<file path="src/hw/ssp_pkg.sv">
package ssp_pkg;
    // Printed offsets are register indices; byte address is four times
    localparam logic [7:0] IDX_CTRL1  = 8'h00;
    localparam logic [7:0] IDX_CTRL2  = 8'h01;
    localparam logic [7:0] IDX_BAUD   = 8'h02;
    localparam logic [7:0] IDX_STATUS = 8'h03;
    localparam logic [7:0] IDX_DATA   = 8'h05;
    localparam logic [7:0] ADDR_CTRL1  = 8'(IDX_CTRL1 * 4);
    localparam logic [7:0] ADDR_CTRL2  = 8'(IDX_CTRL2 * 4);
    localparam logic [7:0] ADDR_BAUD   = 8'(IDX_BAUD * 4);
    localparam logic [7:0] ADDR_STATUS = 8'(IDX_STATUS * 4);
    localparam logic [7:0] ADDR_DATA   = 8'(IDX_DATA * 4);

    // control_register_one fields
    localparam int B_IRQ_EN    = 7;
    localparam int B_PORT_EN   = 6;
    localparam int B_TXIRQ_EN  = 5;
    localparam int B_CTRL_SEL  = 4;
    localparam int B_CLK_INV   = 3;
    localparam int B_CLK_PHASE = 2;
    // control_register_two fields
    localparam int B_FAULT_EN  = 4;
    // baud register fields
    localparam int B_PRESC_LO  = 4;
    localparam int B_SHIFT_LO  = 0;
    // port_status_flags fields
    localparam int B_DONE      = 7;
    localparam int B_TXE       = 5;
    localparam int B_MODE_FAULT_FLAG      = 4;

    localparam logic [7:0] RST_CTRL1 = 8'h04;
    localparam logic [7:0] RST_CTRL2 = 8'h00;
    localparam logic [7:0] RST_BAUD  = 8'h00;

    localparam logic [4:0] EDGES_PER_XFER = 5'h10;
    localparam int         HALF_W         = 11;

    typedef enum logic [1:0] {
        SSP_IDLE = 2'b00,
        SSP_RUN  = 2'b01
    } ssp_state_t;

    // Half of the divisor: (p+1)*2^s bus cycles per clock edge
    function automatic logic [HALF_W-1:0] half_period(input logic [2:0] p, input logic [2:0] s);
        logic [HALF_W-1:0] base;
        base = HALF_W'(p) + HALF_W'(1);
        return base << s;
    endfunction
endpackage

</file>
<file path="src/hw/ssp_baud.sv">
`timescale 1ns/1ps
`default_nettype none
module ssp_baud (
    input  wire logic       mclk,
    input  wire logic       rst,
    input  wire logic       restart,
    input  wire logic [2:0] presc_sel,
    input  wire logic [2:0] shift_sel,
    output logic            half_tick
);
    logic [ssp_pkg::HALF_W-1:0] cnt_ff;
    logic [ssp_pkg::HALF_W-1:0] half_len;

    assign half_len  = ssp_pkg::half_period(presc_sel, shift_sel);
    // One pulse per half clock period, first one half a period after restart
    assign half_tick = !restart && (cnt_ff == half_len - ssp_pkg::HALF_W'(1));

    always_ff @(posedge mclk) begin
        if (rst || restart || half_tick) begin
            cnt_ff <= '0;
        end else begin
            cnt_ff <= cnt_ff + ssp_pkg::HALF_W'(1);
        end
    end
endmodule // ssp_baud
`default_nettype wire

</file>
<file path="src/hw/ssp_top.sv">
// The AHB-Lite interface to the registers is this design's own decision.
`timescale 1ns/1ps
`default_nettype none
module ssp_top (
    input  wire logic        mclk,
    input  wire logic        rst,
    input  wire logic        hsel,
    input  wire logic [7:0]  haddr,
    input  wire logic [1:0]  htrans,
    input  wire logic        hwrite,
    input  wire logic [2:0]  hsize,
    input  wire logic [31:0] hwdata,
    input  wire logic        hready,
    output logic             hreadyout,
    output logic             hresp,
    output logic [31:0]      hrdata,
    input  wire logic        sel_n_in,
    input  wire logic        sclk_in,
    output logic             sclk_out,
    output logic             sclk_oe_n,
    input  wire logic        mosi_in,
    output logic             mosi_out,
    output logic             mosi_oe_n,
    input  wire logic        miso_in,
    output logic             miso_out,
    output logic             miso_oe_n,
    output logic             irq
);
    ////////////////////////////////////////////////////////////////////////////////
    logic [7:0]          ctrl1_ff;
    logic [7:0]          ctrl2_ff;
    logic [7:0]          baud_ff;
    logic [7:0]          tx_buf_ff;
    logic                tx_full_ff;
    logic [7:0]          rx_buf_ff;
    logic [7:0]          shift_ff;
    logic                out_bit_ff;
    logic                sclk_ff;
    logic [4:0]          edge_cnt_ff;
    logic                done_flag_ff;
    logic                mode_fault_flag_flag_ff;
    logic                arm_done_ff;
    logic                arm_tx_ff;
    logic                arm_mode_fault_flag_ff;
    logic                dph_wr_ff;
    logic [7:0]          dph_addr_ff;
    logic [31:0]         hrdata_ff;
    logic                sel_s1_ff;
    logic                sel_s2_ff;
    logic                sck_s1_ff;
    logic                sck_s2_ff;
    logic                sck_s3_ff;
    logic                mosi_s1_ff;
    logic                mosi_s2_ff;
    logic                miso_s1_ff;
    logic                miso_s2_ff;
    ssp_pkg::ssp_state_t state_ff;
    ssp_pkg::ssp_state_t nxt_state;

    logic       port_en;
    logic       is_ctrl;
    logic       clock_phase_sel;
    logic [7:0] status;
    logic       addr_ok;
    logic       rd_ev;
    logic       rd_status;
    logic       rd_data;
    logic       wr_ctrl1;
    logic       wr_ctrl2;
    logic       wr_baud;
    logic       wr_data;
    logic       wr_status;
    logic       tx_accept;
    logic       baud_chg;
    logic       mode_fault_flag_ev;
    logic       abort;
    logic       start;
    logic       half_tick;
    logic       edge_ev;
    logic [4:0] edge_num;
    logic       sample_edge;
    logic       done_ev;
    logic       din;
    logic [7:0] rx_next;

    ////////////////////////////////////////////////////////////////////////////////
    assign port_en = ctrl1_ff[ssp_pkg::B_PORT_EN];
    assign is_ctrl = ctrl1_ff[ssp_pkg::B_CTRL_SEL];
    assign clock_phase_sel    = ctrl1_ff[ssp_pkg::B_CLK_PHASE];
    assign status  = {done_flag_ff, 1'b0, !tx_full_ff, mode_fault_flag_flag_ff, 4'h0};

    // Only address-phase reads have side effects; the slave never stalls
    assign addr_ok   = hsel && htrans[1] && hready;
    assign rd_ev     = addr_ok && !hwrite;
    assign rd_status = rd_ev && (haddr == ssp_pkg::ADDR_STATUS);
    assign rd_data   = rd_ev && (haddr == ssp_pkg::ADDR_DATA);
    assign wr_ctrl1  = dph_wr_ff && (dph_addr_ff == ssp_pkg::ADDR_CTRL1);
    assign wr_ctrl2  = dph_wr_ff && (dph_addr_ff == ssp_pkg::ADDR_CTRL2);
    assign wr_baud   = dph_wr_ff && (dph_addr_ff == ssp_pkg::ADDR_BAUD);
    assign wr_data   = dph_wr_ff && (dph_addr_ff == ssp_pkg::ADDR_DATA);
    assign wr_status = dph_wr_ff && (dph_addr_ff == ssp_pkg::ADDR_STATUS);
    assign tx_accept = wr_data && arm_tx_ff;

    assign baud_chg = wr_baud && ((hwdata[6:4] != baud_ff[6:4]) || (hwdata[2:0] != baud_ff[2:0]));
    assign mode_fault_flag_ev  = port_en && is_ctrl && ctrl2_ff[ssp_pkg::B_FAULT_EN] && !sel_s2_ff;
    // Target aborts when deselected; controller on fault or baud change
    assign abort    = !port_en || mode_fault_flag_ev || (is_ctrl && baud_chg) || (!is_ctrl && sel_s2_ff);
    assign start    = (state_ff == ssp_pkg::SSP_IDLE) && port_en && !abort
                      && (is_ctrl ? tx_full_ff : !sel_s2_ff);

    assign edge_ev     = (state_ff == ssp_pkg::SSP_RUN) && !abort
                         && (is_ctrl ? half_tick : (sck_s2_ff ^ sck_s3_ff));
    assign edge_num    = edge_cnt_ff + 5'h01;
    assign sample_edge = edge_num[0] ^ clock_phase_sel;
    assign done_ev     = edge_ev && (edge_num == ssp_pkg::EDGES_PER_XFER);
    // Synchroniser delay: controller reception needs half periods of three cycles or more
    assign din         = is_ctrl ? miso_s2_ff : mosi_s2_ff;
    // With phase 1 the last edge samples, so the final bit is not yet shifted in
    assign rx_next     = sample_edge ? {shift_ff[6:0], din} : shift_ff;

    ////////////////////////////////////////////////////////////////////////////////
    ssp_baud u_baud (
        .mclk      (mclk),
        .rst       (rst),
        .restart   (state_ff != ssp_pkg::SSP_RUN),
        .presc_sel (baud_ff[6:4]),
        .shift_sel (baud_ff[2:0]),
        .half_tick (half_tick)
    );

    // Pins are two-stage synchronised; third sclk stage only for edge detection
    always_ff @(posedge mclk) begin
        if (rst) begin
            sel_s1_ff  <= 1'b1;
            sel_s2_ff  <= 1'b1;
            sck_s1_ff  <= 1'b0;
            sck_s2_ff  <= 1'b0;
            sck_s3_ff  <= 1'b0;
            mosi_s1_ff <= 1'b0;
            mosi_s2_ff <= 1'b0;
            miso_s1_ff <= 1'b0;
            miso_s2_ff <= 1'b0;
        end else begin
            sel_s1_ff  <= sel_n_in;
            sel_s2_ff  <= sel_s1_ff;
            sck_s1_ff  <= sclk_in;
            sck_s2_ff  <= sck_s1_ff;
            sck_s3_ff  <= sck_s2_ff;
            mosi_s1_ff <= mosi_in;
            mosi_s2_ff <= mosi_s1_ff;
            miso_s1_ff <= miso_in;
            miso_s2_ff <= miso_s1_ff;
        end
    end

    ////////////////////////////////////////////////////////////////////////////////
    always_ff @(posedge mclk) begin
        if (rst) begin
            dph_wr_ff   <= 1'b0;
            dph_addr_ff <= 8'h00;
            hrdata_ff   <= 32'h00000000;
        end else begin
            dph_wr_ff   <= addr_ok && hwrite;
            dph_addr_ff <= haddr;
            if (rd_ev) begin
                case (haddr)
                    ssp_pkg::ADDR_CTRL1:  hrdata_ff <= {24'h000000, ctrl1_ff};
                    ssp_pkg::ADDR_CTRL2:  hrdata_ff <= {24'h000000, ctrl2_ff};
                    ssp_pkg::ADDR_BAUD:   hrdata_ff <= {24'h000000, baud_ff};
                    ssp_pkg::ADDR_STATUS: hrdata_ff <= {24'h000000, status};
                    ssp_pkg::ADDR_DATA:   hrdata_ff <= {24'h000000, rx_buf_ff};
                    default:              hrdata_ff <= 32'h00000000;
                endcase
            end
        end
    end

    assign hreadyout = 1'b1;
    assign hresp     = 1'b0;
    assign hrdata    = hrdata_ff;

    // Fault clears controller role in the same register software writes
    always_ff @(posedge mclk) begin
        if (rst) begin
            ctrl1_ff <= ssp_pkg::RST_CTRL1;
            ctrl2_ff <= ssp_pkg::RST_CTRL2;
            baud_ff  <= ssp_pkg::RST_BAUD;
        end else begin
            if (wr_ctrl1) begin
                ctrl1_ff <= {hwdata[7:2], 2'b00};
            end
            if (mode_fault_flag_ev) begin
                ctrl1_ff[ssp_pkg::B_CTRL_SEL] <= 1'b0;
            end
            if (wr_ctrl2) begin
                ctrl2_ff <= {3'b000, hwdata[ssp_pkg::B_FAULT_EN], 4'h0};
            end
            if (wr_baud) begin
                baud_ff <= {1'b0, hwdata[6:4], 1'b0, hwdata[2:0]};
            end
        end
    end

    ////////////////////////////////////////////////////////////////////////////////
    // Arms remember what the last status read saw until the matching access
    always_ff @(posedge mclk) begin
        if (rst) begin
            arm_done_ff <= 1'b0;
            arm_tx_ff   <= 1'b0;
            arm_mode_fault_flag_ff <= 1'b0;
        end else begin
            if (rd_status) begin
                arm_done_ff <= done_flag_ff;
                arm_tx_ff   <= !tx_full_ff;
                arm_mode_fault_flag_ff <= mode_fault_flag_flag_ff;
            end else begin
                if (rd_data) begin
                    arm_done_ff <= 1'b0;
                end
                if (wr_data) begin
                    arm_tx_ff <= 1'b0;
                end
                if (wr_ctrl1) begin
                    arm_mode_fault_flag_ff <= 1'b0;
                end
            end
        end
    end

    // Set wins over clear for every flag
    always_ff @(posedge mclk) begin
        if (rst) begin
            done_flag_ff <= 1'b0;
            mode_fault_flag_flag_ff <= 1'b0;
        end else begin
            if (done_ev) begin
                done_flag_ff <= 1'b1;
            end else if (rd_data && arm_done_ff && !rd_status) begin
                done_flag_ff <= 1'b0;
            end
            if (mode_fault_flag_ev) begin
                mode_fault_flag_flag_ff <= 1'b1;
            end else if (wr_ctrl1 && arm_mode_fault_flag_ff && !rd_status) begin
                mode_fault_flag_flag_ff <= 1'b0;
            end
        end
    end

    always_ff @(posedge mclk) begin
        if (rst) begin
            tx_buf_ff  <= 8'h00;
            tx_full_ff <= 1'b0;
        end else begin
            if (tx_accept) begin
                tx_buf_ff  <= hwdata[7:0];
                tx_full_ff <= 1'b1;
            end else if (start && tx_full_ff) begin
                tx_full_ff <= 1'b0;
            end
        end
    end

    // Later bytes are dropped while an earlier one is unserviced
    always_ff @(posedge mclk) begin
        if (rst) begin
            rx_buf_ff <= 8'h00;
        end else if (done_ev && !done_flag_ff) begin
            rx_buf_ff <= rx_next;
        end
    end

    ////////////////////////////////////////////////////////////////////////////////
    always_comb begin
        nxt_state = state_ff;
        case (state_ff)
            ssp_pkg::SSP_IDLE: begin
                if (start) begin
                    nxt_state = ssp_pkg::SSP_RUN;
                end
            end
            ssp_pkg::SSP_RUN: begin
                if (abort || done_ev) begin
                    nxt_state = ssp_pkg::SSP_IDLE;
                end
            end
            default: nxt_state = ssp_pkg::SSP_IDLE;
        endcase
    end

    always_ff @(posedge mclk) begin
        if (rst) begin
            state_ff <= ssp_pkg::SSP_IDLE;
        end else begin
            state_ff <= nxt_state;
        end
    end

    // Local half of the 16-bit ring: sample shifts in, launch drives out
    always_ff @(posedge mclk) begin
        if (rst) begin
            shift_ff    <= 8'h00;
            out_bit_ff  <= 1'b0;
            edge_cnt_ff <= 5'h00;
        end else if (start) begin
            // An idle target with nothing queued resends its last shifter
            shift_ff    <= tx_full_ff ? tx_buf_ff : shift_ff;
            out_bit_ff  <= tx_full_ff ? tx_buf_ff[7] : shift_ff[7];
            edge_cnt_ff <= 5'h00;
        end else if (edge_ev) begin
            edge_cnt_ff <= edge_num;
            if (sample_edge) begin
                shift_ff <= {shift_ff[6:0], din};
            end else begin
                out_bit_ff <= shift_ff[7];
            end
        end
    end

    always_ff @(posedge mclk) begin
        if (rst) begin
            sclk_ff <= 1'b0;
        end else if (state_ff != ssp_pkg::SSP_RUN || !is_ctrl) begin
            sclk_ff <= ctrl1_ff[ssp_pkg::B_CLK_INV];
        end else if (edge_ev) begin
            sclk_ff <= !sclk_ff;
        end
    end

    // Output enables are active low; a target drives only while selected and fault-free
    assign sclk_out  = sclk_ff;
    assign mosi_out  = out_bit_ff;
    assign miso_out  = out_bit_ff;
    assign sclk_oe_n = !(port_en && is_ctrl);
    assign mosi_oe_n = !(port_en && is_ctrl);
    assign miso_oe_n = !(port_en && !is_ctrl && !sel_s2_ff && !mode_fault_flag_flag_ff);

    assign irq = (ctrl1_ff[ssp_pkg::B_IRQ_EN] && (done_flag_ff || mode_fault_flag_flag_ff))
                 || (ctrl1_ff[ssp_pkg::B_TXIRQ_EN] && !tx_full_ff);

    ////////////////////////////////////////////////////////////////////////////////
    logic [ssp_pkg::HALF_W-1:0] gap_ff;

    always_ff @(posedge mclk) begin
        if (rst || start || edge_ev) begin
            gap_ff <= '0;
        end else begin
            gap_ff <= gap_ff + ssp_pkg::HALF_W'(1);
        end
    end

    property p_edge_rate;
        @(posedge mclk) disable iff (rst)
        (edge_ev && is_ctrl && !$past(wr_baud))
            |-> (gap_ff + ssp_pkg::HALF_W'(1)) == ssp_pkg::half_period(baud_ff[6:4], baud_ff[2:0]);
    endproperty
    a_edge_rate: assert property (p_edge_rate) else $error("controller edge spacing wrong");

    property p_status_ro;
        @(posedge mclk) disable iff (rst)
        (wr_status && !done_ev && !mode_fault_flag_ev && !tx_accept && !start && !rd_data)
            |=> status == $past(status);
    endproperty
    a_status_ro: assert property (p_status_ro) else $error("status changed by a write");

    property p_done_set;
        @(posedge mclk) disable iff (rst)
        done_ev |=> done_flag_ff;
    endproperty
    a_done_set: assert property (p_done_set) else $error("done flag not set");

    property p_done_clear;
        @(posedge mclk) disable iff (rst)
        $fell(done_flag_ff) |-> $past(rd_data && arm_done_ff);
    endproperty
    a_done_clear: assert property (p_done_clear) else $error("done flag cleared wrongly");

    property p_tx_accept;
        @(posedge mclk) disable iff (rst)
        $rose(tx_full_ff) |-> $past(wr_data && arm_tx_ff);
    endproperty
    a_tx_accept: assert property (p_tx_accept) else $error("data write taken unarmed");

    property p_fault;
        @(posedge mclk) disable iff (rst)
        mode_fault_flag_ev |=> mode_fault_flag_flag_ff && !is_ctrl && state_ff == ssp_pkg::SSP_IDLE && sclk_oe_n
            && miso_oe_n;
    endproperty
    a_fault: assert property (p_fault) else $error("mode fault not handled");

    property p_overrun;
        @(posedge mclk) disable iff (rst)
        (done_ev && done_flag_ff) |=> $stable(rx_buf_ff) ##1 $stable(rx_buf_ff) or !done_flag_ff;
    endproperty
    a_overrun: assert property (p_overrun) else $error("unserviced byte overwritten");

    property p_back_to_back;
        @(posedge mclk) disable iff (rst)
        (done_ev && is_ctrl && tx_full_ff && port_en && !abort) |=> ##1 state_ff == ssp_pkg::SSP_RUN
            || abort || !tx_full_ff;
    endproperty
    a_back_to_back: assert property (p_back_to_back) else $error("queued byte not started");

    property p_pins_off;
        @(posedge mclk) disable iff (rst)
        !port_en |-> sclk_oe_n && mosi_oe_n && miso_oe_n;
    endproperty
    a_pins_off: assert property (p_pins_off) else $error("pin driven while disabled");

    property p_baud_abort;
        @(posedge mclk) disable iff (rst)
        (baud_chg && is_ctrl && state_ff == ssp_pkg::SSP_RUN) |=> state_ff == ssp_pkg::SSP_IDLE;
    endproperty
    a_baud_abort: assert property (p_baud_abort) else $error("baud change did not abort");
endmodule // ssp_top
`default_nettype wire

</file>
<file path="config.mk">
export PLATFORM = sky130hd
export DESIGN_NAME = ssp_top
export DESIGN_NICKNAME = d
export VERILOG_FILES = /design/src/hw/ssp_pkg.sv /design/src/hw/ssp_baud.sv /design/src/hw/ssp_top.sv
export SDC_FILE = /design/constraint.sdc
export NUM_CORES = 1
export LEC_CHECK = 0
export BUFFER_PORTS_ARGS = -buffer_cell sky130_fd_sc_hd__clkbuf_2
export CAP_MARGIN = 15
export CORE_UTILIZATION = 57
export DETAILED_ROUTE_END_ITERATION = 16
export PLACE_DENSITY = 0.79
export SLEW_MARGIN = 15
export SYNTH_ARGS = -nofsm -noshare
export SYNTH_HDL_FRONTEND = slang
export SYNTH_SLANG_ARGS = --single-unit
</file>
<file path="constraint.sdc">
create_clock -name mclk -period 9.5 [get_ports mclk]
set_input_delay 0.475 -clock mclk [delete_from_list [all_inputs] [get_ports mclk]]
set_output_delay 0.475 -clock mclk [all_outputs]
set_load 0.005 [all_outputs]
</file>
---- Yosys cells after proc, flatten, opt, wreduce, memory -nomap -nowiden ----
Cells that the tools add are included.
cells by class
  $add $sub $neg .......................... 4
  equality and inequality tests ........... 17
  shift-type cells ........................ 1
  muxes and demuxes ....................... 29
  bitwise gates (word level) .............. 2
  reduce and logical (&&, ||, !) cells .... 74
operator list
  cell                     number
  $pmux W8 S5              1
  $logic_and A1 B1 Y1      35
  $mux W8                  4
  $eq A8 B4 Y1 const B     3
  $mux W1                  21
  $eq A8 B3 Y1 const B     2
  $eq A8 B5 Y1 const B     2
  $logic_not A8 Y1         2
  $reduce_bool A2 Y1       8
  $logic_not A1 Y1         13
  $add A11 B1 Y11 const B  1
  $eq A11 B11 Y1           1
  $shl A11 B3 Y11          1
  $sub A11 B1 Y11 const B  1
  $logic_or A1 B1 Y1       10
  $ne A2 B2 Y1 const B     3
  $ne A3 B3 Y1             2
  $reduce_and A2 Y1        3
  $add A5 B1 Y5 const B    1
  $eq A5 B5 Y1 const B     1
  $add A3 B1 Y4 const B    1
  $mux W2                  2
  $ne A2 B1 Y1 const B     2
  $pmux W2 S2              1
  other kinds (4)          6
storage, ports and cells
  register bits after elaboration ......... 113
  bits of input ports ..................... 54
  output and inout bits ................... 41
  logic and storage cells ................. 157

---- Longest topological paths before layout ----
Gate-level depths: netlist of the first run.
  word-level depth ........................ 13
  gate-level depth with buffers ........... 15
  mapped depth without buffers ............ 14

---- Cells and area by module ----
From an unflattened synthesis of the first run, not the netlist that was laid out.
unflattened totals
  cells, all modules ...................... 600
  area total of the unflattened synthesis .. 5261.3 µm²
modules (own cells, without submodules)
  module    times used  cells each  area each (µm²)  sequential area each (µm²)
  ssp_top   1           433         3833.7           1541.5
  ssp_baud  1           167         1427.6           220.2

---- Worst setup path before layout of the first run ----
OpenSTA, ideal clock, no wires.
  path type ............................... reg-to-reg
  start point ............................. register baud_ff[5]
  end point ............................... register rx_buf_ff[3]
  setup time .............................. 0.135 ns
  arrival ................................. 2.884 ns
  data required time ...................... 9.365 ns
  slack ................................... 6.480 ns
  stages on the path, launching flop included .. 16
  path buffers ............................ 1
  clock period less this slack ............ 3.020 ns
  cell sequence ........................... dfxtp_1 > ha_1 > nand2b_1 > nand2_1 > nand2_1 > ha_1 > nor2b_1 > nand2_1 > o31ai_1 > a21oi_1 > a31oi_1 > a32oi_2 > o41a_1 > clkbuf_1 > o311ai_0 > o41ai_1
on the way
  word-level cells in the longest chain between the ends .. 11
  elaborated cells on any way between the ends .. 17
  classes of those cells .................. add/sub (2); eq/ne (2); shift (1); mux (1); reduce/logical (11)
ends and longest elaborated chain
  what                                                     line            text
  from (decl)                                              ssp_top.sv:32   logic [7:0] baud_ff;
  from (signal assigned)                                   ssp_top.sv:187  baud_ff <= ssp_pkg::RST_BAUD;
  from (signal assigned)                                   ssp_top.sv:199  baud_ff <= {1'b0, hwdata[6:4], 1'b0, hwdata[2:0]};
  branches (longest 8 deep; another with $sub A11 B1 Y11)  --
  $logic_and A1 B1 Y1 (*)                                  ssp_top.sv:112  && (is_ctrl ? half_tick : (sck_s2_ff ^ sck_s3_ff));
  $logic_and A1 B1 Y1 (*)                                  ssp_top.sv:115  assign done_ev = edge_ev && (edge_num == ssp_pkg::EDGES_PER_XFER);
  $logic_and A1 B1 Y1 (*)                                  ssp_top.sv:267  end else if (done_ev && !done_flag_ff) begin
  to (signal assigned)                                     ssp_top.sv:268  rx_buf_ff <= rx_next;
  to (decl)                                                ssp_top.sv:35   logic [7:0] rx_buf_ff;
Mark *: on every way between the ends.
A chain may end at the register's enable or synchronous reset.

---- Worst setup path in the final report of the first run ----
  start point ............................. register baud_ff[4]
  end point ............................... register edge_cnt_ff[4]
on the way
  word-level cells in the longest chain between the ends .. 10
  elaborated cells on any way between the ends .. 18
  classes of those cells .................. add/sub (2); eq/ne (2); shift (1); mux (1); reduce/logical (12)
ends and longest elaborated chain
  what                                                      line            text
  branches (longest 10 deep; another with $sub A11 B1 Y11)  --
  to (signal assigned)                                      ssp_top.sv:310  edge_cnt_ff <= edge_num;
  to (decl)                                                 ssp_top.sv:39   logic [4:0] edge_cnt_ff;
Parallel ways; which one is timed is not known.

==> results of run 1 <==
[how the worst max path moves through the flow]
stage               start              to  slack, ns  depth (start not counted)
3_3_place_gp   baud_ff[4]  edge_cnt_ff[4]       5.67                         10
4_1_cts        baud_ff[4]  edge_cnt_ff[3]       5.55                         10
3_5_place_dp   baud_ff[4]  edge_cnt_ff[4]       5.62                         10
5_1_grt        baud_ff[4]    rx_buf_ff[7]       5.22                         10
6_report       baud_ff[4]  edge_cnt_ff[4]       5.53                         10
2_1_floorplan  baud_ff[5]    rx_buf_ff[3]       6.48                         15
[area by class of cell]
type | instances | area [sq um] | share of cell area
Multi-Input combinational cell | 438 | 2890 | 0.551
Clock inverter | 6 | 93.8 | 0.0179
Tap cell | 105 | 131 | 0.0250
Inverter | 8 | 30.0 | 0.00572
Clock buffer | 9 | 124 | 0.0236
Sequential cell | 88 | 1760 | 0.336
Timing Repair Buffer | 42 | 215 | 0.0410
[power groups by stage]
stage / combinational (W) / clock [W] / sequential, W
3_5_place_dp: 0.0000284 / 0 / 0.000383
6_report: 0.0000290 / 0.000288 / 0.000374
4_1_cts: 0.0000286 / 0.000290 / 0.000374
5_1_grt: 0.0000327 / 0.000311 / 0.000375
2_1_floorplan: 0.0000246 / 0 / 0.000382
3_3_place_gp: 0.0000277 / 0 / 0.000383
[stage by stage]
step	area (sq um)	util	worst slack, ns	hold slack [ns]
2_1_floorplan	5050	-	6.48	0.389
3_3_place_gp	5030	0.606	5.67	0.403
3_5_place_dp	5030	0.606	5.62	0.415
4_1_cts	5250	0.632	5.55	0.286
5_1_grt	5250	0.632	5.22	0.285
6_report	5250	0.632	5.53	0.291
[flip-flops by register name, indices dropped and copies added, names as in the netlist, 5 cells and up]
name and flops:
ctrl1_ff 6, dph_addr_ff 8, baud_ff 6, shift_ff 8, u_baud.cnt_ff 11, hrdata 8
rx_buf_ff 8, tx_buf_ff 8, edge_cnt_ff 5
[synthesized netlist by cell type (all sizes together) (7+ instances only)]
cell type  count
o21ai         20
nor2b         29
and3          10
a21oi         29
o41ai          9
nor3          12
o31ai          7
xnor2         15
nand3         26
nand2         34
o311ai         8
mux2i         25
inv            8
xor2          18
o311a          7
mux2          10
nor2          53
nand2b        10
dfxtp         88
clkbuf        24
buf           38
[cell usage in the layout, fill, tap and decap left out, types with 7 or more instances in the layout]
| master | Yosys | final |
|---|---|---|
| sky130_fd_sc_hd__dfxtp_1 | 88 | 88 |
| sky130_fd_sc_hd__o41ai_1 | 8 | 8 |
| sky130_fd_sc_hd__mux2i_1 | 25 | 25 |
| sky130_fd_sc_hd__nor2_1 | 52 | 52 |
| sky130_fd_sc_hd__clkbuf_2 | 0 | 40 |
| sky130_fd_sc_hd__xor2_1 | 17 | 17 |
| sky130_fd_sc_hd__inv_1 | 8 | 8 |
| sky130_fd_sc_hd__o21ai_0 | 19 | 19 |
| sky130_fd_sc_hd__o311ai_0 | 8 | 8 |
| sky130_fd_sc_hd__o311a_1 | 7 | 7 |
| sky130_fd_sc_hd__xnor2_1 | 15 | 15 |
| sky130_fd_sc_hd__nand3_1 | 26 | 26 |
| sky130_fd_sc_hd__a21oi_1 | 29 | 29 |
| sky130_fd_sc_hd__conb_1 | 2 | 26 |
| sky130_fd_sc_hd__nand2b_1 | 10 | 10 |
| sky130_fd_sc_hd__nor3_1 | 10 | 10 |
| sky130_fd_sc_hd__nor2b_1 | 29 | 29 |
| sky130_fd_sc_hd__and3_1 | 10 | 10 |
| sky130_fd_sc_hd__clkbuf_8 | 0 | 9 |
| sky130_fd_sc_hd__nand2_1 | 34 | 34 |
[cells by family (layout without fill, tap and decap cells)]
| kind of cell | after synthesis | count (layout) |
|---|---|---|
| AO/OA/AOI/OAI | 126 | 126 |
| XOR/XNOR | 33 | 33 |
| adder cells (fa/ha/maj) | 6 | 6 |
| buffers and inverters | 70 | 65 |
| flip-flops | 88 | 88 |
| multiplexers | 35 | 35 |
| other | 2 | 26 |
| AND/OR/NAND/NOR | 212 | 212 |
[metal layers]
layer  routed length, microns  vias to the layer above
met1                     5180                     2006
met5                        0                        -
met2                     5180                      165
met4                      140                        0
li1                         -                     2043
met3                      800                       17
[worst register-to-register path, stage by stage (launching register included)]
cell,delay [ns]
sky130_fd_sc_hd__dfxtp_1,0.61
sky130_fd_sc_hd__ha_1,0.27
sky130_fd_sc_hd__xor2_2,0.42
sky130_fd_sc_hd__a211oi_1,0.21
sky130_fd_sc_hd__or3_4,0.44
sky130_fd_sc_hd__and4_4,0.22
sky130_fd_sc_hd__o31ai_2,0.21
sky130_fd_sc_hd__a32oi_2,0.13
sky130_fd_sc_hd__o41a_1,0.68
sky130_fd_sc_hd__or4_1,0.55
sky130_fd_sc_hd__a21oi_1,0.15
==> out/qor.yml, run 1 <==
crit_fanout: 17
top_usage_layer: "met2"
clock_latency_late_sink_ns: 0.36
synth_ff_type: "sky130_fd_sc_hd__dfxtp_1"
min_period_over_period: 0.418
n_antenna_cell: 0
cp_slowest_stage_delay_ns: 0.68
synthesis.instances: 572
drt_drc_violations_left: 0
timing.rr.end: "edge_cnt_ff[4]"
max-cap-violations: 0
portBuffers: 40
synth_simple_gate_area_share: 0.229
ys_seq_elements: 88
synth_xor_area_frac: 0.0598
min_path_type: "in2reg"
route.detailed.vias_per_inst: 6.08
cts.hold.buffers_added: 0
start_util: 0.597
place.detailed.instances: 681
rr_worst_depth: 10
worst_vdd_rail_ir_drop_mv: 0.0848
total_power_consumption_of_the_routed_design_w: 0.000691
seq_area_frac_synth: 0.355
layout.nets: 646
tritoncts_num_sinks: 88
first_global_vias: 3795
final.min_clock_period_ns: 3.97
cts_tree: "yes"
critical_path_data_required_time_ns: 9.79
power.density_nw_per_um2: 132
ioPinCount: 95
critPathTopFamily: "compound AO/OA/AOI/OAI gates"
first_pass_iters: 5
run_status: "finished clean"
mappedNetlistArea_sq_um: 4960
cts_root_buf: "sky130_fd_sc_hd__clkbuf_8"
netlist-cell-type-count: 79
die-height_microns: 95.3
final_max_slew_viol_count: 0
syn_avg_cell_area_sq_um: 8.67
finalHoldViolations: 0
critical_path_class: "reg2reg"
post-cts-setup-buffer-count: 0
p_leak_nw: 2.17
layout-drive-gt1-share: 0.137
die_w_microns: 95.3
worst_pin_slew_ns: 1.03
fp.dieArea_sq_um: 9070
crit-reg2reg-launch: "baud_ff[4]"
async_reset_ff_frac: 0
clk_pin_slew_worst_paths_ns: 0.10
ys_warn_count: 0
finClkSkew_ns: 0.0146
synth_area_leaders: "sky130_fd_sc_hd__dfxtp_1 36%, sky130_fd_sc_hd__mux2i_1 5.0%, sky130_fd_sc_hd__buf_4 4.2%"
post_route_non_filler_standard_cell_count: 696
worst_hold_path.num_cells: 2
num_rows: 33
crit_chain: "ha_1 > xor2_2 > a211oi_1 > or3_4 > and4_4 > o31ai_2 > a32oi_2 > o41a_1 > or4_1 > a21oi_1"
routabilityCongestion: 0.824
ff2ff_setup_slack_ns: 5.53
multiplexer_area_fraction_after_synthesis: 0.0732
setup_viol: 0
share_clk_of_total_power: 0.417
yosys.area.top_type: "sky130_fd_sc_hd__dfxtp_1"
antenna_violations_before_repair: 0
internal_power_w: 0.000531
flow.area_growth_from_synthesis_pct: 5.83
synth_enable_flop_cells: 0
total_switching_power_w: 0.000161
finalWirelength_mm: 11.3
fp.coreArea_sq_um: 8300
number_of_buffers_created_by_cts: 9
seq_power_share: 0.541
synth_top_cell_area_share: 0.355
worst_setup_path_end_kind: "flop"
global_route_wire_length_before_repair_mm: 18.7
gr-usage-met3: 0.0534
cp.arrival_ns: 4.26
rsz0062_at_grt: "no"
comb_power_share: 0.042
synth_compound_gate_area_share: 0.187
post_synth_fa_ha_maj_area_fraction: 0.0149
detail_route.wl_per_cell_microns: 16.2
cts.repair.resized: 0
relative_slew_slack: 0.312
nFillCells: 698
cts_htree_levels: 3
critPathLaunchType: "flop"
drtAntennaViolNets: 0
globalRoute.totalOverflow: 0
globalRouteMet2Util: 0.410
timing.hold.worst_endpoint: "sel_s1_ff"
fin_setup_tns_ns: 0
synth_top_family_by_area: "simple AND/OR/NAND/NOR gates"
power.switching_fraction: 0.232
routed-via-count: 4231
grtUsageTotal: 0.266
path_buf_inv: 0
cp_slowest_cell: "sky130_fd_sc_hd__o41a_1"
holdCritStartpoint: "sel_n_in"
grt_max_degree: 72
cts_buffer_depth: 2
drtIter0Drc: 333
max_freq_mhz: 252
detailed_placer_s_ending_hpwl_mm: 8.05
grtUsageMet1: 0.374
No activity file was read; power rests on OpenSTA's default activity.
==> run 2, diff against run 1 <==
--- a/config.mk
+++ b/config.mk
@@ -7,9 +7,9 @@
 export LEC_CHECK = 0
 export BUFFER_PORTS_ARGS = -buffer_cell sky130_fd_sc_hd__clkbuf_2
 export CAP_MARGIN = 15
-export CORE_UTILIZATION = 57
+export CORE_UTILIZATION = 56
 export DETAILED_ROUTE_END_ITERATION = 16
-export PLACE_DENSITY = 0.79
+export PLACE_DENSITY = 0.78
 export SLEW_MARGIN = 15
 export SYNTH_ARGS = -nofsm -noshare
 export SYNTH_HDL_FRONTEND = slang
==> constraint.sdc (replaced) <==
create_clock -name mclk -period 3.74 [get_ports mclk]
set_input_delay 0.187 -clock mclk [delete_from_list [all_inputs] [get_ports mclk]]
set_output_delay 0.187 -clock mclk [all_outputs]
set_load 0.005 [all_outputs]
==> out/qor.yml, run 2 (synthesis gave the netlist of run 1 again) <==
crit_fanout: 17
fp.coreArea_sq_um: 8380
finalHoldViolations: 0
n_antenna_cell: 0
cp_slowest_cell: "sky130_fd_sc_hd__o41a_2"
first_pass_iters: 5
comb_power_share: 0.043
power.switching_fraction: 0.252
detail_route.wl_per_cell_microns: 16.3
min_period_over_period: 0.944
routed-via-count: 4248
place.detailed.instances: 689
drt_drc_violations_left: 0
layout-drive-gt1-share: 0.153
fin_setup_tns_ns: 0
number_of_buffers_created_by_cts: 9
max_freq_mhz: 283
setup_viol: 0
relative_slew_slack: 0.319
p_leak_nw: 2.22
min_path_type: "in2reg"
max-cap-violations: 0
grt_max_degree: 71
critical_path_class: "reg2reg"
crit_chain: "ha_1 > nand2b_1 > nand2_1 > nand2_1 > ha_1 > nor2b_1 > nand2_1 > o31ai_1 > a21oi_1 > a31oi_1 > a32oi_2 > o41a_2 > o311ai_0 > o41ai_1"
global_route_wire_length_before_repair_mm: 18.8
clk_pin_slew_worst_paths_ns: 0.10
die_w_microns: 96.1
worst_path_most_repeated_cell: "sky130_fd_sc_hd__nand2_1"
cp_slowest_stage_delay_ns: 0.67
internal_power_w: 0.00130
layout_commonest_cell: "sky130_fd_sc_hd__dfxtp_1"
top_register: "u_baud.cnt_ff"
power.density_nw_per_um2: 325
die-height_microns: 96.1
finClkSkew_ns: 0.0168
drtAntennaViolNets: 0
detailed_placer_s_ending_hpwl_mm: 8.26
worst_setup_path_end_kind: "flop"
cts_tree: "yes"
cts_buffer_depth: 2
first_global_vias: 3827
run_status: "finished clean"
final.min_clock_period_ns: 3.53
worst_pin_slew_ns: 1.02
post_route_non_filler_standard_cell_count: 706
post-cts-setup-buffer-count: 0
portBuffers: 40
globalRoute.totalOverflow: 0
critical_path_data_required_time_ns: 3.96
cp.arrival_ns: 3.75
flow.area_growth_from_synthesis_pct: 7.72
cts_htree_levels: 3
critPathLaunchType: "flop"
share_clk_of_total_power: 0.410
worst_vdd_rail_ir_drop_mv: 0.207
final_max_slew_viol_count: 0
clock_latency_late_sink_ns: 0.37
routabilityCongestion: 0.888
rsz0062_at_grt: "no"
max_reg_flops: 11
tritoncts_num_sinks: 88
start_util: 0.591
antenna_violations_before_repair: 0
total_switching_power_w: 0.000438
num_rows: 33
ioPinCount: 95
highest_count_cells_in_the_layout_ignoring_fill_and_taps: "87 x sky130_fd_sc_hd__dfxtp_1, 52 x sky130_fd_sc_hd__nor2_1, 40 x sky130_fd_sc_hd__clkbuf_2"
nFillCells: 702
seq_power_share: 0.547
grtUsageTotal: 0.264
route.detailed.vias_per_inst: 6.02
fp.dieArea_sq_um: 9230
finalWirelength_mm: 11.5
cts_root_buf: "sky130_fd_sc_hd__clkbuf_8"
drtIter0Drc: 389
layout.nets: 655
## run 2: layout make-up
class	instances	area, sq um	area share
timing repair buffer	51	285	0.0534
clock inverter	7	95.1	0.0178
inverter	8	30.0	0.00562
multi-input combinational	438	2910	0.545
sequential	88	1760	0.330
tap	105	131	0.0246
clock buffer	9	124	0.0232
## run 2: per-layer routing
| metal | GRT usage | up-vias | share of wire |
|---|---|---|---|
| met5 | 0 | - | 0 |
| met2 | 0.420 | 182 | 0.45 |
| li1 | - | 2075 | - |
| met1 | 0.362 | 1974 | 0.46 |
| met3 | 0.0561 | 17 | 0.076 |
| met4 | 0.0697 | 0 | 0.013 |
## run 2: worst paths after layout
kind,to,cells past startpoint,slack [ns],startpoint
setup / recovery,rx_buf_ff[0],14,0.21,baud_ff[4]
hold / removal,miso_s1_ff,2,0.02,miso_in
setup reg to reg,rx_buf_ff[0],14,0.21,baud_ff[4]
hold reg to reg,sel_s2_ff,1,0.43,sel_s1_ff
## run 2: critical path, delay by kind of cell, from the launching register on
family,cells,cell delay [ns]
AOI/OAI and AO/OA,7,1.83
adders and majority gates,2,0.62
and+or+nand+nor,5,0.57
DFF,1,0.34
## run 2: metrics by stage
step | cell area [sq um] | hold slack (ns) | power [W] | utilization | setup slack, ns
3_3_place_gp | 5090 | 0.371 | 0.00104 | 0.607 | 0.361
4_1_cts | 5320 | 0.0147 | 0.00174 | 0.634 | 0.166
2_1_floorplan | 5050 | 0.291 | 0.00103 | - | 0.720
3_5_place_dp | 5090 | 0.372 | 0.00105 | 0.607 | 0.289
6_report | 5340 | 0.0159 | 0.00174 | 0.637 | 0.209
5_1_grt | 5340 | 0.0200 | 0.00180 | 0.637 | 0.0164
## run 2: power by group through the flow
| stage | logic [W] | registers, W | clock network, W |
|---|---|---|---|
| 2_1_floorplan | 0.0000624 | 0.000971 | 0 |
| 3_3_place_gp | 0.0000716 | 0.000972 | 0 |
| 3_5_place_dp | 0.0000724 | 0.000973 | 0 |
| 4_1_cts | 0.0000735 | 0.000951 | 0.000719 |
| 5_1_grt | 0.0000846 | 0.000952 | 0.000760 |
| 6_report | 0.0000750 | 0.000951 | 0.000712 |
## run 2: repair_timing
action	4_1_cts	5_1_grt
setup endpoints to repair	0	11
endpoints found under the hold margin	1	0
hold buffers	1	0
gates resized for setup	0	4
==> run 3, diff against run 2 <==
==> constraint.sdc (replaced) <==
create_clock -name mclk -period 3.55 [get_ports mclk]
set_input_delay 0.1775 -clock mclk [delete_from_list [all_inputs] [get_ports mclk]]
set_output_delay 0.1775 -clock mclk [all_outputs]
set_load 0.005 [all_outputs]
==> out/qor.yml, run 3 (synthesis gave the netlist of run 1 again) <==
die_w_microns: 96.1
detailed_placer_s_ending_hpwl_mm: 8.44
power.switching_fraction: 0.256
clk_pin_slew_worst_paths_ns: 0.09
cp_num_cells: 14
fp.coreArea_sq_um: 8380
cts_htree_levels: 3
seq_power_share: 0.574
clock_latency_late_sink_ns: 0.36
final.min_clock_period_ns: 3.36
critPathTopFamily: "compound AO/OA/AOI/OAI gates"
layout-drive-gt1-share: 0.167
die-height_microns: 96.1
drtIter0Drc: 328
finClkSkew_ns: 0.0139
path_buf_inv: 0
critical_path_class: "reg2reg"
portBuffers: 40
relative_slew_slack: 0.296
worst_path_most_repeated_cell: "sky130_fd_sc_hd__nand2_1"
global_route_wire_length_before_repair_mm: 18.3
num_rows: 33
first_pass_iters: 5
flow.area_growth_from_synthesis_pct: 8.51
drt_drc_violations_left: 0
max_freq_mhz: 298
n_antenna_cell: 0
detail_route.wl_per_cell_microns: 16.0
cts_tree: "yes"
internal_power_w: 0.00130
layout_commonest_cell: "sky130_fd_sc_hd__dfxtp_1"
setup_viol: 0
final_max_slew_viol_count: 0
top_register: "u_baud.cnt_ff"
ioPinCount: 95
fp.dieArea_sq_um: 9230
max-cap-violations: 0
start_util: 0.591
cts_buffer_depth: 2
rr_worst_depth: 14
cts_root_buf: "sky130_fd_sc_hd__clkbuf_8"
number_of_buffers_created_by_cts: 9
run_status: "finished clean"
worst_vdd_rail_ir_drop_mv: 0.284
crit_chain: "ha_1 > nand2b_1 > nand2_1 > nand2_1 > ha_1 > nor2b_1 > nand2_1 > o31ai_1 > a21oi_1 > a31oi_1 > a32oi_2 > o41a_4 > or4_1 > a21oi_1"
min_period_over_period: 0.945
layout.nets: 664
total_switching_power_w: 0.000447
cp_slowest_stage_delay_ns: 0.63
share_clk_of_total_power: 0.380
route.detailed.vias_per_inst: 6.04
min_path_type: "in2reg"
grt_max_degree: 71
antenna_violations_before_repair: 0
critical_path_data_required_time_ns: 3.83
cp_slowest_cell: "sky130_fd_sc_hd__o41a_4"
worst_setup_path_end_kind: "flop"
p_leak_nw: 2.27
globalRoute.totalOverflow: 0
power.density_nw_per_um2: 324
max_reg_flops: 11
finalWirelength_mm: 11.4
tritoncts_num_sinks: 88
comb_power_share: 0.047
drtAntennaViolNets: 0
routed-via-count: 4318
final_core_occ: 0.642
worst_pin_slew_ns: 1.05
highest_count_cells_in_the_layout_ignoring_fill_and_taps: "87 x sky130_fd_sc_hd__dfxtp_1, 52 x sky130_fd_sc_hd__nor2_1, 40 x sky130_fd_sc_hd__clkbuf_2"
rsz0062_at_grt: "no"
routabilityCongestion: 0.857
grtUsageTotal: 0.256
fin_setup_tns_ns: 0
critPathLaunchType: "flop"
cp.arrival_ns: 3.64
first_global_vias: 3870
crit_fanout: 17
finalHoldViolations: 0
worst_hold_path.num_cells: 2
run 3: cell types whose count changed in the layout (fill, tap and decap cells not counted), sizes merged:
cell / previous run / this run
buf: 10 / 19
bufinv: 1 / 0
clkinv: 2 / 3
run 3: final timing paths:
| check | start | endpoint | slack (ns) |
|---|---|---|---|
| setup / recovery | baud_ff[5] | edge_cnt_ff[3] | 0.19 |
| hold / removal | miso_in | miso_s1_ff | 0.02 |
| setup reg to reg | baud_ff[5] | edge_cnt_ff[3] | 0.19 |
| hold reg to reg | sel_s1_ff | sel_s2_ff | 0.43 |
run 3: area by class of cell:
cell class	instances	area, sq um
Clock buffer	9	124
Multi-Input combinational cell	438	2910
Fill cell	736	3000
Clock inverter	7	71.3
Tap cell	105	131
Timing Repair Buffer	60	353
Sequential cell	88	1760
Inverter	8	30.0
run 3: layer usage:
metal  wire length, microns  share of wire  vias to the layer above  track usage
met3                    779          0.068                       17       0.0490
met4                    158          0.014                        0       0.0609
met1                   5250           0.46                     2036        0.344
li1                       -              -                     2087            -
met5                      0              0                        -            0
met2                   5240           0.46                      178        0.422
run 3: metrics by stage:
stage	setup slack, ns	hold WS, ns	instances	instance area [sq um]	total power [W]
final	0.194	0.0174	715	5380	0.00175
after detailed placement	0.163	0.368	697	5150	0.00110
after global placement	0.264	0.362	697	5150	0.00110
after CTS	0.139	0.0113	714	5350	0.00176
after floorplan	0.530	0.281	596	5050	0.00109
after global routing	0.0226	0.0183	715	5380	0.00180
run 3: what timing repair did:
action,CTS,global route
endpoints found under the hold margin,1,0
setup endpoints to repair,0,16
setup buffers,0,1
hold buffers,1,0
gates resized for setup,0,6
run 3: power by group through the flow:
stage / Sequential [W] / Combinational, W / Clock [W]
after CTS: 0.00100 / 0.0000797 / 0.000675
after detailed placement: 0.00102 / 0.0000787 / 0
final: 0.00100 / 0.0000815 / 0.000662
after global routing: 0.00100 / 0.0000908 / 0.000708
after global placement: 0.00102 / 0.0000771 / 0
after floorplan: 0.00102 / 0.0000657 / 0
